<file path="src/logic/radio_cfg_pkg.sv">
/*
  Constants, field layouts and carrier types for the radio frequency and
  address configuration bank.
  Assumes a byte-wide register port decoded elsewhere in the transceiver.
*/
package radio_cfg_pkg;

  // ----------------------------------------------------------------
  // Register offsets
  // ----------------------------------------------------------------
  localparam logic [5:0] OFS_NODE_ADDRESS    = 6'h09;
  localparam logic [5:0] OFS_CHANNEL_INDEX   = 6'h0a;
  localparam logic [5:0] OFS_SYNTH_IF_CTRL   = 6'h0b;
  localparam logic [5:0] OFS_SYNTH_OFS_CTRL  = 6'h0c;
  localparam logic [5:0] OFS_CARRIER_HIGH    = 6'h0d;
  localparam logic [5:0] OFS_CARRIER_MIDDLE  = 6'h0e;
  localparam logic [5:0] OFS_CARRIER_LOW     = 6'h0f;
  localparam logic [5:0] OFS_BW_RATE_EXP     = 6'h10;

  // ----------------------------------------------------------------
  // Reset values
  // ----------------------------------------------------------------
  localparam logic [7:0] RST_NODE_ADDRESS    = 8'h00;
  localparam logic [7:0] RST_CHANNEL_INDEX   = 8'h00;
  localparam logic [7:0] RST_SYNTH_IF_CTRL   = 8'h0f;
  localparam logic [7:0] RST_SYNTH_OFS_CTRL  = 8'h00;
  localparam logic [7:0] RST_CARRIER_HIGH    = 8'h1e;
  localparam logic [7:0] RST_CARRIER_MIDDLE  = 8'hc4;
  localparam logic [7:0] RST_CARRIER_LOW     = 8'hec;
  localparam logic [7:0] RST_BW_RATE_EXP     = 8'h8c;

  // ----------------------------------------------------------------
  // Writable masks (fixed-zero bits cleared)
  // ----------------------------------------------------------------
  localparam logic [7:0] MASK_FULL           = 8'hff;
  localparam logic [7:0] MASK_SYNTH_IF_CTRL  = 8'h3f;
  localparam logic [7:0] MASK_CARRIER_HIGH   = 8'h3f;

  // ----------------------------------------------------------------
  // Field positions and broadcast codes
  // ----------------------------------------------------------------
  localparam int IF_LSB   = 0;
  localparam int IF_W     = 5;
  localparam int BWE_LSB  = 6;
  localparam int BWM_LSB  = 4;
  localparam int SRE_LSB  = 0;
  localparam logic [7:0] BCAST_ZERO = 8'h00;
  localparam logic [7:0] BCAST_ONES = 8'hff;

  typedef enum logic [1:0] {
    FILT_NONE      = 2'h0,
    FILT_CHECK     = 2'h1,
    FILT_BCAST0    = 2'h2,
    FILT_BCAST0_FF = 2'h3
  } node_filter_select_t;

  // Register port request
  typedef struct packed {
    logic       wr_en;
    logic       rd_en;
    logic [5:0] addr;
    logic [7:0] wdata;
  } reg_req_t;

  // Settings handed to the synthesizer
  typedef struct packed {
    logic [23:0] carrier_word;
    logic [7:0]  channel_index_value;
    logic [4:0]  intermediate_carrier_word_setting;
    logic [7:0]  synth_offset_trim;
  } synth_cfg_t;

  // Settings handed to the modem
  typedef struct packed {
    logic [1:0] bandwidth_exponent;
    logic [1:0] bandwidth_mantissa;
    logic [3:0] symbol_rate_exponent;
    logic [7:0] symbol_rate_mantissa;
  } modem_cfg_t;

endpackage : radio_cfg_pkg

</file>
<file path="src/logic/cfg_byte_reg.sv">
/*
  One byte-wide configuration register with a writable-bit mask.
  Assumes write strobe and data already synchronous to clk_sys.
*/
`timescale 1ns/1ps
module cfg_byte_reg #(
  parameter logic [7:0] RESET_VAL = 8'h00,
  parameter logic [7:0] WR_MASK   = 8'hff
) (
  input  wire logic       clk_sys,
  input  wire logic       rstn,
  input  wire logic       we,
  input  wire logic [7:0] wdata,
  output logic      [7:0] q
);

  logic [7:0] q_r;
  logic [7:0] q_nxt;

  assign q_nxt = we ? (wdata & WR_MASK) : q_r;
  assign q     = q_r;

  always_ff @(posedge clk_sys or negedge rstn) begin
    if (!rstn) q_r <= RESET_VAL;
    else       q_r <= q_nxt;
  end

endmodule : cfg_byte_reg

</file>
<file path="src/logic/node_addr_filter.sv">
/*
  Received-packet address filter using node address and filter select.
  Assumes a one-cycle strobe with the packet address byte from the packet engine.
*/
`timescale 1ns/1ps
module node_addr_filter
  import radio_cfg_pkg::*;
(
  input  wire logic                clk_sys,
  input  wire logic                rstn,
  input  wire logic                pkt_addr_valid,
  input  wire logic [7:0]          pkt_addr,
  input  wire logic [7:0]          node_address,
  input  wire node_filter_select_t node_filter_select,
  output logic                     addr_result_valid,
  output logic                     addr_accept
);

  logic own_hit;
  logic zero_hit;
  logic ones_hit;
  logic accept_nxt;
  logic valid_r;
  logic accept_r;

  assign own_hit  = (pkt_addr == node_address);
  assign zero_hit = (pkt_addr == BCAST_ZERO);
  assign ones_hit = (pkt_addr == BCAST_ONES);
  assign accept_nxt =
    (node_filter_select == FILT_NONE)      ? 1'b1 :
    (node_filter_select == FILT_CHECK)     ? own_hit :
    (node_filter_select == FILT_BCAST0)    ? (own_hit | zero_hit) :
                                             (own_hit | zero_hit | ones_hit);

  always_ff @(posedge clk_sys or negedge rstn) begin
    if (!rstn) begin
      valid_r  <= 1'b0;
      accept_r <= 1'b0;
    end else begin
      valid_r  <= pkt_addr_valid;
      accept_r <= pkt_addr_valid ? accept_nxt : accept_r;
    end
  end

  assign addr_result_valid = valid_r;
  assign addr_accept       = accept_r;

endmodule : node_addr_filter

</file>
<file path="src/logic/radio_carrier_word_address_config.sv">
/*
  Frequency, address and bandwidth configuration bank of the transceiver.
  Holds the eight byte registers, derives the synthesizer frequency word,
  IF word, decimation settings and symbol-rate settings, and filters
  received packet addresses.
  Assumes a byte register port from the serial host interface on clk_sys,
  and rx_mode, channel spacing, mantissa and filter select from logic on
  the same clock.
*/
`timescale 1ns/1ps
module radio_carrier_word_address_config
  import radio_cfg_pkg::*;
(
  input  wire logic                       clk_sys,
  input  wire logic                       rstn,
  input  wire radio_cfg_pkg::reg_req_t    reg_req,
  output logic                      [7:0] reg_rdata,
  output logic                            reg_rvalid,
  input  wire logic                       rx_mode,
  input  wire logic                 [7:0] channel_spacing,
  input  wire logic                 [7:0] symbol_rate_mantissa,
  input  wire radio_cfg_pkg::node_filter_select_t node_filter_select,
  input  wire logic                       pkt_addr_valid,
  input  wire logic                 [7:0] pkt_addr,
  output logic                            addr_result_valid,
  output logic                            addr_accept,
  output logic                     [31:0] synth_carrier_word_word,
  output logic                     [15:0] mixer_if_word,
  output radio_cfg_pkg::synth_cfg_t       synth_cfg,
  output radio_cfg_pkg::modem_cfg_t       modem_cfg
);
  import radio_cfg_pkg::*;

  // ----------------------------------------------------------------
  // Address decode
  // ----------------------------------------------------------------
  logic sel_node;
  logic sel_channel_index_value;
  logic sel_if;
  logic sel_ofs;
  logic sel_hi;
  logic sel_mid;
  logic sel_lo;
  logic sel_bw;

  assign sel_node = reg_req.wr_en && (reg_req.addr == OFS_NODE_ADDRESS);
  assign sel_channel_index_value = reg_req.wr_en && (reg_req.addr == OFS_CHANNEL_INDEX);
  assign sel_if   = reg_req.wr_en && (reg_req.addr == OFS_SYNTH_IF_CTRL);
  assign sel_ofs  = reg_req.wr_en && (reg_req.addr == OFS_SYNTH_OFS_CTRL);
  assign sel_hi   = reg_req.wr_en && (reg_req.addr == OFS_CARRIER_HIGH);
  assign sel_mid  = reg_req.wr_en && (reg_req.addr == OFS_CARRIER_MIDDLE);
  assign sel_lo   = reg_req.wr_en && (reg_req.addr == OFS_CARRIER_LOW);
  assign sel_bw   = reg_req.wr_en && (reg_req.addr == OFS_BW_RATE_EXP);

  // ----------------------------------------------------------------
  // Register storage
  // ----------------------------------------------------------------
  logic [7:0] node_address;
  logic [7:0] channel_index;
  logic [7:0] synth_if_control;
  logic [7:0] synth_offset_control;
  logic [7:0] carrier_word_high;
  logic [7:0] carrier_word_middle;
  logic [7:0] carrier_word_low;
  logic [7:0] bandwidth_and_rate_exp;

  cfg_byte_reg #(.RESET_VAL(RST_NODE_ADDRESS), .WR_MASK(MASK_FULL)) u_node (
    .clk_sys (clk_sys),
    .rstn    (rstn),
    .we      (sel_node),
    .wdata   (reg_req.wdata),
    .q       (node_address)
  );

  cfg_byte_reg #(.RESET_VAL(RST_CHANNEL_INDEX), .WR_MASK(MASK_FULL)) u_channel_index_value (
    .clk_sys (clk_sys),
    .rstn    (rstn),
    .we      (sel_channel_index_value),
    .wdata   (reg_req.wdata),
    .q       (channel_index)
  );

  // Bits 7:6 fixed zero, bit 5 reserved but stored
  cfg_byte_reg #(.RESET_VAL(RST_SYNTH_IF_CTRL), .WR_MASK(MASK_SYNTH_IF_CTRL)) u_if (
    .clk_sys (clk_sys),
    .rstn    (rstn),
    .we      (sel_if),
    .wdata   (reg_req.wdata),
    .q       (synth_if_control)
  );

  cfg_byte_reg #(.RESET_VAL(RST_SYNTH_OFS_CTRL), .WR_MASK(MASK_FULL)) u_ofs (
    .clk_sys (clk_sys),
    .rstn    (rstn),
    .we      (sel_ofs),
    .wdata   (reg_req.wdata),
    .q       (synth_offset_control)
  );

  cfg_byte_reg #(.RESET_VAL(RST_CARRIER_HIGH), .WR_MASK(MASK_CARRIER_HIGH)) u_hi (
    .clk_sys (clk_sys),
    .rstn    (rstn),
    .we      (sel_hi),
    .wdata   (reg_req.wdata),
    .q       (carrier_word_high)
  );

  cfg_byte_reg #(.RESET_VAL(RST_CARRIER_MIDDLE), .WR_MASK(MASK_FULL)) u_mid (
    .clk_sys (clk_sys),
    .rstn    (rstn),
    .we      (sel_mid),
    .wdata   (reg_req.wdata),
    .q       (carrier_word_middle)
  );

  cfg_byte_reg #(.RESET_VAL(RST_CARRIER_LOW), .WR_MASK(MASK_FULL)) u_lo (
    .clk_sys (clk_sys),
    .rstn    (rstn),
    .we      (sel_lo),
    .wdata   (reg_req.wdata),
    .q       (carrier_word_low)
  );

  cfg_byte_reg #(.RESET_VAL(RST_BW_RATE_EXP), .WR_MASK(MASK_FULL)) u_bw (
    .clk_sys (clk_sys),
    .rstn    (rstn),
    .we      (sel_bw),
    .wdata   (reg_req.wdata),
    .q       (bandwidth_and_rate_exp)
  );

  // ----------------------------------------------------------------
  // Read path
  // ----------------------------------------------------------------
  logic [7:0] rd_mux;
  logic [7:0] rdata_r;
  logic       rvalid_r;

  assign rd_mux =
    (reg_req.addr == OFS_NODE_ADDRESS)   ? node_address :
    (reg_req.addr == OFS_CHANNEL_INDEX)  ? channel_index :
    (reg_req.addr == OFS_SYNTH_IF_CTRL)  ? synth_if_control :
    (reg_req.addr == OFS_SYNTH_OFS_CTRL) ? synth_offset_control :
    (reg_req.addr == OFS_CARRIER_HIGH)   ? carrier_word_high :
    (reg_req.addr == OFS_CARRIER_MIDDLE) ? carrier_word_middle :
    (reg_req.addr == OFS_CARRIER_LOW)    ? carrier_word_low :
    (reg_req.addr == OFS_BW_RATE_EXP)    ? bandwidth_and_rate_exp :
                                           8'h00;

  always_ff @(posedge clk_sys or negedge rstn) begin
    if (!rstn) begin
      rdata_r  <= 8'h00;
      rvalid_r <= 1'b0;
    end else begin
      rdata_r  <= reg_req.rd_en ? rd_mux : rdata_r;
      rvalid_r <= reg_req.rd_en;
    end
  end

  assign reg_rdata  = rdata_r;
  assign reg_rvalid = rvalid_r;

  // ----------------------------------------------------------------
  // Field extraction
  // ----------------------------------------------------------------
  logic [23:0] carrier_word;
  logic [4:0]  intermediate_carrier_word_setting;
  logic [7:0]  synth_offset_trim;
  logic [1:0]  bandwidth_exponent;
  logic [1:0]  bandwidth_mantissa;
  logic [3:0]  symbol_rate_exponent;

  assign carrier_word = {carrier_word_high, carrier_word_middle, carrier_word_low};
  assign intermediate_carrier_word_setting = synth_if_control[IF_LSB +: IF_W];
  assign synth_offset_trim  = synth_offset_control;
  assign bandwidth_exponent = bandwidth_and_rate_exp[BWE_LSB +: 2];
  assign bandwidth_mantissa = bandwidth_and_rate_exp[BWM_LSB +: 2];
  assign symbol_rate_exponent = bandwidth_and_rate_exp[SRE_LSB +: 4];

  // ----------------------------------------------------------------
  // Synthesizer word, units of f_xosc / 2^24
  // ----------------------------------------------------------------
  // Channel term: spacing already in base units
  logic [15:0] channel_index_value_product;
  logic [31:0] base_ext;
  logic [31:0] channel_index_value_ext;
  logic [31:0] ofs_ext;
  logic [31:0] if_ext;
  logic [31:0] carrier_word_nxt;
  logic [31:0] carrier_word_r;

  assign channel_index_value_product = channel_index * channel_spacing;
  assign base_ext = {carrier_word, 8'h00};
  assign channel_index_value_ext = {8'h00, channel_index_value_product, 8'h00};
  // Offset step 2^10 coarser: sign-extend, scale by 2^-14 relative to 2^-24 grid
  assign ofs_ext  = {{14{synth_offset_trim[7]}}, synth_offset_trim, 10'h000};
  // IF step 2^14 coarser: 2^-10 of f_xosc on 2^-24 grid is shift by 14
  assign if_ext   = {13'h0000, intermediate_carrier_word_setting, 14'h0000};
  assign carrier_word_nxt = base_ext + channel_index_value_ext + ofs_ext - (rx_mode ? if_ext : 32'h0000_0000);

  logic [15:0] mixer_r;

  always_ff @(posedge clk_sys or negedge rstn) begin
    if (!rstn) begin
      carrier_word_r  <= 32'h0000_0000;
      mixer_r <= 16'h0000;
    end else begin
      carrier_word_r  <= carrier_word_nxt;
      mixer_r <= {intermediate_carrier_word_setting, 11'h000};
    end
  end

  assign synth_carrier_word_word = carrier_word_r;
  assign mixer_if_word   = mixer_r;

  // ----------------------------------------------------------------
  // Settings outputs
  // ----------------------------------------------------------------
  synth_cfg_t synth_cfg_r;
  modem_cfg_t modem_cfg_r;

  always_ff @(posedge clk_sys or negedge rstn) begin
    if (!rstn) begin
      synth_cfg_r <= '0;
      modem_cfg_r <= '0;
    end else begin
      synth_cfg_r <= '{carrier_word, channel_index, intermediate_carrier_word_setting,
                       synth_offset_trim};
      modem_cfg_r <= '{bandwidth_exponent, bandwidth_mantissa,
                       symbol_rate_exponent, symbol_rate_mantissa};
    end
  end

  assign synth_cfg = synth_cfg_r;
  assign modem_cfg = modem_cfg_r;

  // ----------------------------------------------------------------
  // Packet address filter
  // ----------------------------------------------------------------
  node_addr_filter u_filter (
    .clk_sys            (clk_sys),
    .rstn               (rstn),
    .pkt_addr_valid     (pkt_addr_valid),
    .pkt_addr           (pkt_addr),
    .node_address       (node_address),
    .node_filter_select (node_filter_select),
    .addr_result_valid  (addr_result_valid),
    .addr_accept        (addr_accept)
  );

endmodule : radio_carrier_word_address_config

</file>
<file path="config.mk">
export PLATFORM = sky130hd
export DESIGN_NAME = radio_carrier_word_address_config
export DESIGN_NICKNAME = d
export VERILOG_FILES = /design/src/logic/radio_cfg_pkg.sv /design/src/logic/cfg_byte_reg.sv /design/src/logic/node_addr_filter.sv /design/src/logic/radio_carrier_word_address_config.sv
export SDC_FILE = /design/constraint.sdc
export NUM_CORES = 1
export LEC_CHECK = 0
export BUFFER_PORTS_ARGS = -buffer_cell sky130_fd_sc_hd__buf_2
export CAP_MARGIN = 10
export CORE_UTILIZATION = 45
export CTS_BUF_LIST = sky130_fd_sc_hd__clkbuf_2 sky130_fd_sc_hd__clkbuf_4 sky130_fd_sc_hd__clkbuf_8
export CTS_CLUSTER_SIZE = 30
export DETAILED_ROUTE_END_ITERATION = 10
export PLACE_DENSITY = 0.69
export SYNTH_ARGS = -nofsm -noshare
export SYNTH_HDL_FRONTEND = slang
export SYNTH_SLANG_ARGS = --single-unit
export TNS_END_PERCENT = 100
</file>
<file path="constraint.sdc">
create_clock -name clk_sys -period 6.4 [get_ports clk_sys]
set_input_delay 1.28 -clock clk_sys [delete_from_list [all_inputs] [get_ports clk_sys]]
set_output_delay 1.28 -clock clk_sys [all_outputs]
set_load 0.005 [all_outputs]
</file>
==> impl_metrics.toml, run 1 <==
[sta]
clock.fmax_mhz = 153
worst_pin_slew_ns = 0.818
period_needed_ns = 6.53
worst_slack_ns = -0.127
fin_setup_tns_ns = -0.576
setup_violations = 10
slew_violations = 0
hold_viol_final = 0
min_period_over_period = 1.02
grt_setup_unrepaired = "true"
relSlewSlack = 0.455
skew_ns = 0.0151

[clock_network]
cts_buffer_depth = 2
clk_latency_ns = 0.46
htreeDepth = 4
numCtsBuffers = 17
root_buffer = "clkbuf_8"
cts_tree = "yes"
clk_pin_slew_ns = 0.09
cts.sinks = 154

[setup_path]
end_kind = "register"
setup.worst_path.class = "in2reg"
max_stage_delay_ns = 0.54
worst_setup_path_start_kind = "primary input"
cp.required_ns = 6.73
worstPathMaxFanout = 8
worstRegToRegCells = 25
worst_path_max_delay_cell = "fa_1"
reg2reg_to = "synth_carrier_word_word[30]$_DFF_PN0_"
r2r_start = "u_channel_index_value.q[2]$_DFFE_PN0P_"
timing.critical_path.from = "channel_spacing[2]"
r2r_setup_slack_ns = 0.17
crit_arrival_ns = 6.86
cp_common_cell = "fa_1"

[routing]
num_vias = 7223
wire_per_inst_um = 16.9
drt_iter0_drc = 410
vias_per_cell = 5.21
drc = 0
first_pass_iters = 5
antenna_left = 0
wl_um = 23500

[yosys]
synth_area_leaders = "dfrtp_1, fa_1, ha_1"
synth-seq-area-share = 0.400
synth_largest_area_cell = "dfrtp_1"
synth_cells = 886
synth.most_common_cell = "dfrtp_1"
avgSynthCellArea_um2 = 11.0
synth-async-reset-ratio = 1.00
synth_common_cells = "dfrtp_1, inv_1, ha_1"
synth_cell_types = 67
synth-main-ff-cell = "dfrtp_1"
synth-edff-count = 0
synth_area_um2 = 9700
ys_seq_elements = 154
yosys.area.top_type_share = 0.348
yosys_warnings = 0

[place]
hpwl_um = 17900
portBuffers = 144
dpl.cell_count = 1348
gp_congestion = 0.868
dpl_worst_slack_ns = -0.705
dpl_cell_area_um2 = 11300

[floorplanning]
start_util = 0.460
die_w_um = 149
core_um2 = 21100
rows = 53
die_y_um = 149
num_io_pins = 166
dieArea_um2 = 22200

[grt]
grt_max_degree = 92
grt_pass1_vias = 7090
track_usage = 0.220
antenna_found_initial = 1
grt_first_pass_wirelength_um = 37000
grt-ovfl-total = 0

[cells_and_area]
nets = 1281
instances_no_fill = 1386
multi_input_area_um2 = 5640
fillers = 1812
drive_gt1_frac = 0.371
regArea_um2 = 3880
final_area_um2 = 12100
area_growth_pct = 24.4

[pwr]
power_density_nw_per_um2 = 534
irDropWorstVdd_uv = 496
power_leakage_nw = 6.18
total_power_mw = 6.44

[worst_hold_path]
min_path_cells = 0
hold_end = "synth_cfg[40]$_DFF_PN0_"
hp-class = "reg2reg"
min_from = "u_hi.q[3]$_DFFE_PN1P_"

[status]
outcome = "complete, but fails checks"
violations = "negative setup slack"

[flow_run]
drv_cap = 0
==> power breakdown <==
group          internal, mW  switching [mW]  total (mW)
combinational          2.19            2.17        4.36
clock                 0.362           0.401       0.763
sequential             1.21           0.113        1.32
==> flip-flops by register name (all words and copies together) (netlist names) <==
name                        count
mixer_if_word                   5
reg_rdata                       8
u_bw.q                          8
u_node.q                        8
u_mid.q                         8
u_channel_index_value.q         8
synth_carrier_word_word        24
synth_cfg                      38
u_ofs.q                         8
modem_cfg                      16
u_filter.addr_accept            1
u_if.q                          6
u_hi.q                          6
u_filter.addr_result_valid      1
u_lo.q                          8
reg_rvalid                      1
==> worst max-delay path, delay by kind of cell <==
family,cells,cell delay (ns)
AND/OR/NAND/NOR,5,0.56
adder cells (fa/ha/maj),8,3.34
AO/OA/AOI/OAI,6,1.06
buffers and inverters,5,0.42
XOR/XNOR,1,0.19
==> placed cells by master (no fill, tap or decap), types with 5 or more instances in the layout <==
master    count
buf_2       137
dfrtp_1     135
inv_1       117
buf_4        70
ha_1         68
mux2_2       54
fa_1         52
and2_1       50
nand2_1      43
a21oi_1      24
nor2_1       23
conb_1       21
dfstp_2      19
xor2_1       18
o21ai_0      17
clkbuf_8     17
xnor2_1      16
ha_4         13
o22ai_1      11
inv_2         9
nand2_2       8
a21oi_2       8
o21a_1        8
mux2i_1       8
and2_4        7
nand3_1       7
o211ai_1      7
a21o_1        7
buf_6         7
nand2b_1      6
nor3_1        5
nor2_2        5
a31oi_1       5
o221ai_1      5
==> cell type report <==
class	instances	share of cell area
Multi-Input combinational cell	582	0.467
Inverter	126	0.0392
Sequential cell	154	0.321
Timing Repair Buffer	216	0.110
Clock buffer	18	0.0200
Clock inverter	14	0.0136
Antenna cell	1	0.000207
Tap cell	275	0.0285
==> repair_timing <==
| item | in CTS | in global routing |
|---|---|---|
| resized for setup | 39 | 34 |
| pin swaps | 47 | 19 |
| setup endpoints to repair | 12 | 13 |
| cloned | 0 | 0 |
| hold buffers | 0 | 0 |
| buffers inserted | 2 | 5 |
==> through the flow <==
stage                     hold slack [ns]  utilization
after detailed placement            0.388        0.537
final                               0.402        0.572
after CTS                           0.408        0.565
after floorplan                     0.352            -
after global routing                0.405        0.572
after global placement              0.383        0.537
==> layer usage <==
metal | share of wire | wire (um) | global-route usage | vias to the layer above
li1 | - | - | - | 3330
met1 | 0.44 | 10400 | 0.300 | 3615
met5 | 0 | 0 | 0 | -
met2 | 0.47 | 11100 | 0.350 | 240
met3 | 0.057 | 1350 | 0.0376 | 38
met4 | 0.029 | 670 | 0.0872 | 0
==> worst max path at each step <==
stage	to	slack (ns)	cells past startpoint
detailed placement	synth_carrier_word_word[28]$_DFF_PN0_	-0.70	25
finish	synth_carrier_word_word[30]$_DFF_PN0_	-0.13	25
global route	synth_carrier_word_word[31]$_DFF_PN0_	-0.32	25
floorplan	synth_carrier_word_word[31]$_DFF_PN0_	-0.30	25
global placement	synth_carrier_word_word[25]$_DFF_PN0_	-0.59	23
CTS	synth_carrier_word_word[30]$_DFF_PN0_	-0.12	24
==> cells by family after synthesis <==
kind of cell	after synthesis	synth area share
multiplexers	64	0.0732
adder cells (fa/ha/maj)	138	0.221
AND/OR/NAND/NOR	189	0.103
other	1	0.000386
flip-flops	154	0.400
AO/OA/AOI/OAI	133	0.0930
buffers and inverters	170	0.0761
XOR/XNOR	37	0.0334
Power figures use the tool's default switching activity.
==> inputs of run 2 (changes only) <==
--- a/config.mk
+++ b/config.mk
@@ -11,7 +11,9 @@
 export CTS_BUF_LIST = sky130_fd_sc_hd__clkbuf_2 sky130_fd_sc_hd__clkbuf_4 sky130_fd_sc_hd__clkbuf_8
 export CTS_CLUSTER_SIZE = 30
 export DETAILED_ROUTE_END_ITERATION = 10
+export GPL_TIMING_DRIVEN = 0
 export PLACE_DENSITY = 0.69
+export REMOVE_ABC_BUFFERS = 1
 export SYNTH_ARGS = -nofsm -noshare
 export SYNTH_HDL_FRONTEND = slang
 export SYNTH_SLANG_ARGS = --single-unit
==> run 2 against run 1 <==
  * The flow still finishes with violations (negative setup slack)
  * Combinational power decreased by 17%
  * Count of clock-buffer cells in the layout up 1
  * Cell area fell by 4.1%
  * Clock skew rose by 0.0016 ns
  * Clock power is 2.9% lower
  * Via count is 2.9% lower
  * Fmax shrank 0.68%
  * Sequential share of layout area up 1.4 points
  * Core utilization is 2.3 points lower
  * Hold slack improved by 0.0041 ns
  * Die area unchanged
  * Critical path type unchanged
  * Largest cell class unchanged
==> impl_metrics.toml, run 2 (synthesis results as in run 1) <==
[status]
outcome = "complete, but fails checks"
violations = "negative setup slack"

[floorplanning]
start_util = 0.460
core_um2 = 21100
die_w_um = 149
num_io_pins = 166
dieArea_um2 = 22200
die_y_um = 149
rows = 53

[grt]
grt_max_degree = 92
grt_pass1_vias = 6972
track_usage = 0.218
antenna_found_initial = 1
grt_first_pass_wirelength_um = 36600
grt-ovfl-total = 0

[clock_network]
cts.sinks = 154
clk_latency_ns = 0.48
htreeDepth = 4
holdBufCountCts = 0
cts_buffer_depth = 2
clk_pin_slew_ns = 0.10
cts_tree = "yes"
numCtsBuffers = 17
root_buffer = "clkbuf_8"

[worst_hold_path]
min_from = "u_hi.q[3]$_DFFE_PN1P_"
hold_end = "synth_cfg[40]$_DFF_PN0_"
min_path_cells = 0
hp-class = "reg2reg"

[cells_and_area]
nets = 1224
area_growth_pct = 19.3
mostFrequentLayoutCell = "buf_2"
largest_reg_flops = 38
final_area_um2 = 11600
fillers = 1834
final_cell_mix = "buf_2, dfrtp_1, inv_1"
drive_gt1_frac = 0.322

[routing]
first_pass_iters = 5
antenna_left = 0
num_vias = 7011
drc = 0
wire_per_inst_um = 17.5
wl_um = 23300
vias_per_cell = 5.28
drt_iter0_drc = 359

[place]
hpwl_um = 16900
portBuffers = 144
dpl_cell_area_um2 = 10600
gp_congestion = 0.861

[sta]
hold_viol_final = 0
period_needed_ns = 6.57
holdWs_ns = 0.406
fin_setup_tns_ns = -1.05
setup_violations = 10
slew_violations = 0
worst_pin_slew_ns = 0.727
skew_ns = 0.0167
grt_setup_unrepaired = "true"
worst_slack_ns = -0.172
min_period_over_period = 1.03
clock.fmax_mhz = 152
relSlewSlack = 0.514

[setup_path]
r2r_start = "u_channel_index_value.q[5]$_DFFE_PN0P_"
cp.required_ns = 6.80
worstRegToRegCells = 24
reg2reg_to = "synth_carrier_word_word[22]$_DFF_PN0_"
crit_arrival_ns = 6.97
r2r_setup_slack_ns = 0.05
end_kind = "register"
worst_setup_path_start_kind = "primary input"
setup.worst_path.class = "in2reg"
worstPathMaxFanout = 8

[pwr]
power_leakage_nw = 5.86
power_density_nw_per_um2 = 490
irDropWorstVdd_uv = 373

[flow_run]
drv_cap = 0
[run 2: cell count changes in the layout (fill, tap and decap cells not counted), moves of 3 or more]
cell     previous run  this run
a21oi_1            24        28
a21oi_4             4         1
and2_1             50        53
and2_4              7         4
buf_4              70        14
buf_6               7         3
nand2_1            43        46
nand2_2             8         5
[run 2: through the flow]
step	instances	util	power, mW	setup slack (ns)
after floorplan	862	-	3.47	-0.764
after global routing	1328	0.549	6.13	-0.382
final	1329	0.549	5.68	-0.172
after detailed placement	1282	0.503	4.24	-1.59
after global placement	1281	0.502	4.20	-1.41
after CTS	1328	0.544	5.51	-0.135
[run 2: final cells by class]
type	count	area, um2	share of cell area
Sequential cell	154	3880	0.335
Clock inverter	13	130	0.0112
Multi-Input combinational cell	582	5560	0.480
Inverter	126	473	0.0409
Clock buffer	19	262	0.0226
Antenna cell	1	2.50	0.000216
Tap cell	275	344	0.0297
Timing Repair Buffer	159	927	0.0801
[run 2: power by group]
group | internal (mW) | switching [mW] | total, mW
combinational | 1.67 | 1.93 | 3.60
clock | 0.337 | 0.405 | 0.741
sequential | 1.21 | 0.123 | 1.33
[run 2: metal layers]
metal / part of all wire / vias up / GRT usage / routed length [um]
met5: 0.00056 / - / 0 / 13
met4: 0.020 / 2 / 0.0709 / 466
met3: 0.056 / 33 / 0.0431 / 1300
met2: 0.48 / 230 / 0.349 / 11200
met1: 0.44 / 3530 / 0.299 / 10300
li1: - / 3216 / - / -
[run 2: timing repair]
item	CTS	global route
pin swaps	59	23
endpoints found under the setup margin	14	14
buffers inserted	14	0
gates resized for setup	79	21
hold endpoints to repair	0	0
[run 2: worst max path at each step]
stage | from | to | slack, ns | cells past startpoint
2_1_floorplan | channel_spacing[7] | synth_carrier_word_word[30]$_DFF_PN0_ | -0.76 | 24
3_3_place_gp | channel_spacing[7] | synth_carrier_word_word[30]$_DFF_PN0_ | -1.41 | 25
3_5_place_dp | channel_spacing[7] | synth_carrier_word_word[31]$_DFF_PN0_ | -1.59 | 26
4_1_cts | channel_spacing[2] | synth_carrier_word_word[31]$_DFF_PN0_ | -0.14 | 25
5_1_grt | channel_spacing[4] | synth_carrier_word_word[31]$_DFF_PN0_ | -0.38 | 25
6_report | channel_spacing[2] | synth_carrier_word_word[22]$_DFF_PN0_ | -0.17 | 24
[run 2: worst max-delay path, stage by stage]
cell,delay (ns)
buf_12,0.11
and2_1,0.17
fa_2,0.40
fa_1,0.47
fa_1,0.55
inv_1,0.05
fa_1,0.49
inv_2,0.05
ha_4,0.24
buf_4,0.14
nor2_1,0.14
o21ai_0,0.11
nand2_1,0.11
fa_1,0.45
fa_1,0.53
inv_1,0.04
ha_1,0.37
nand4_1,0.17
nor2_2,0.07
a2111oi_4,0.45
buf_4,0.20
o31ai_2,0.06
a21oi_1,0.16
xnor2_1,0.15
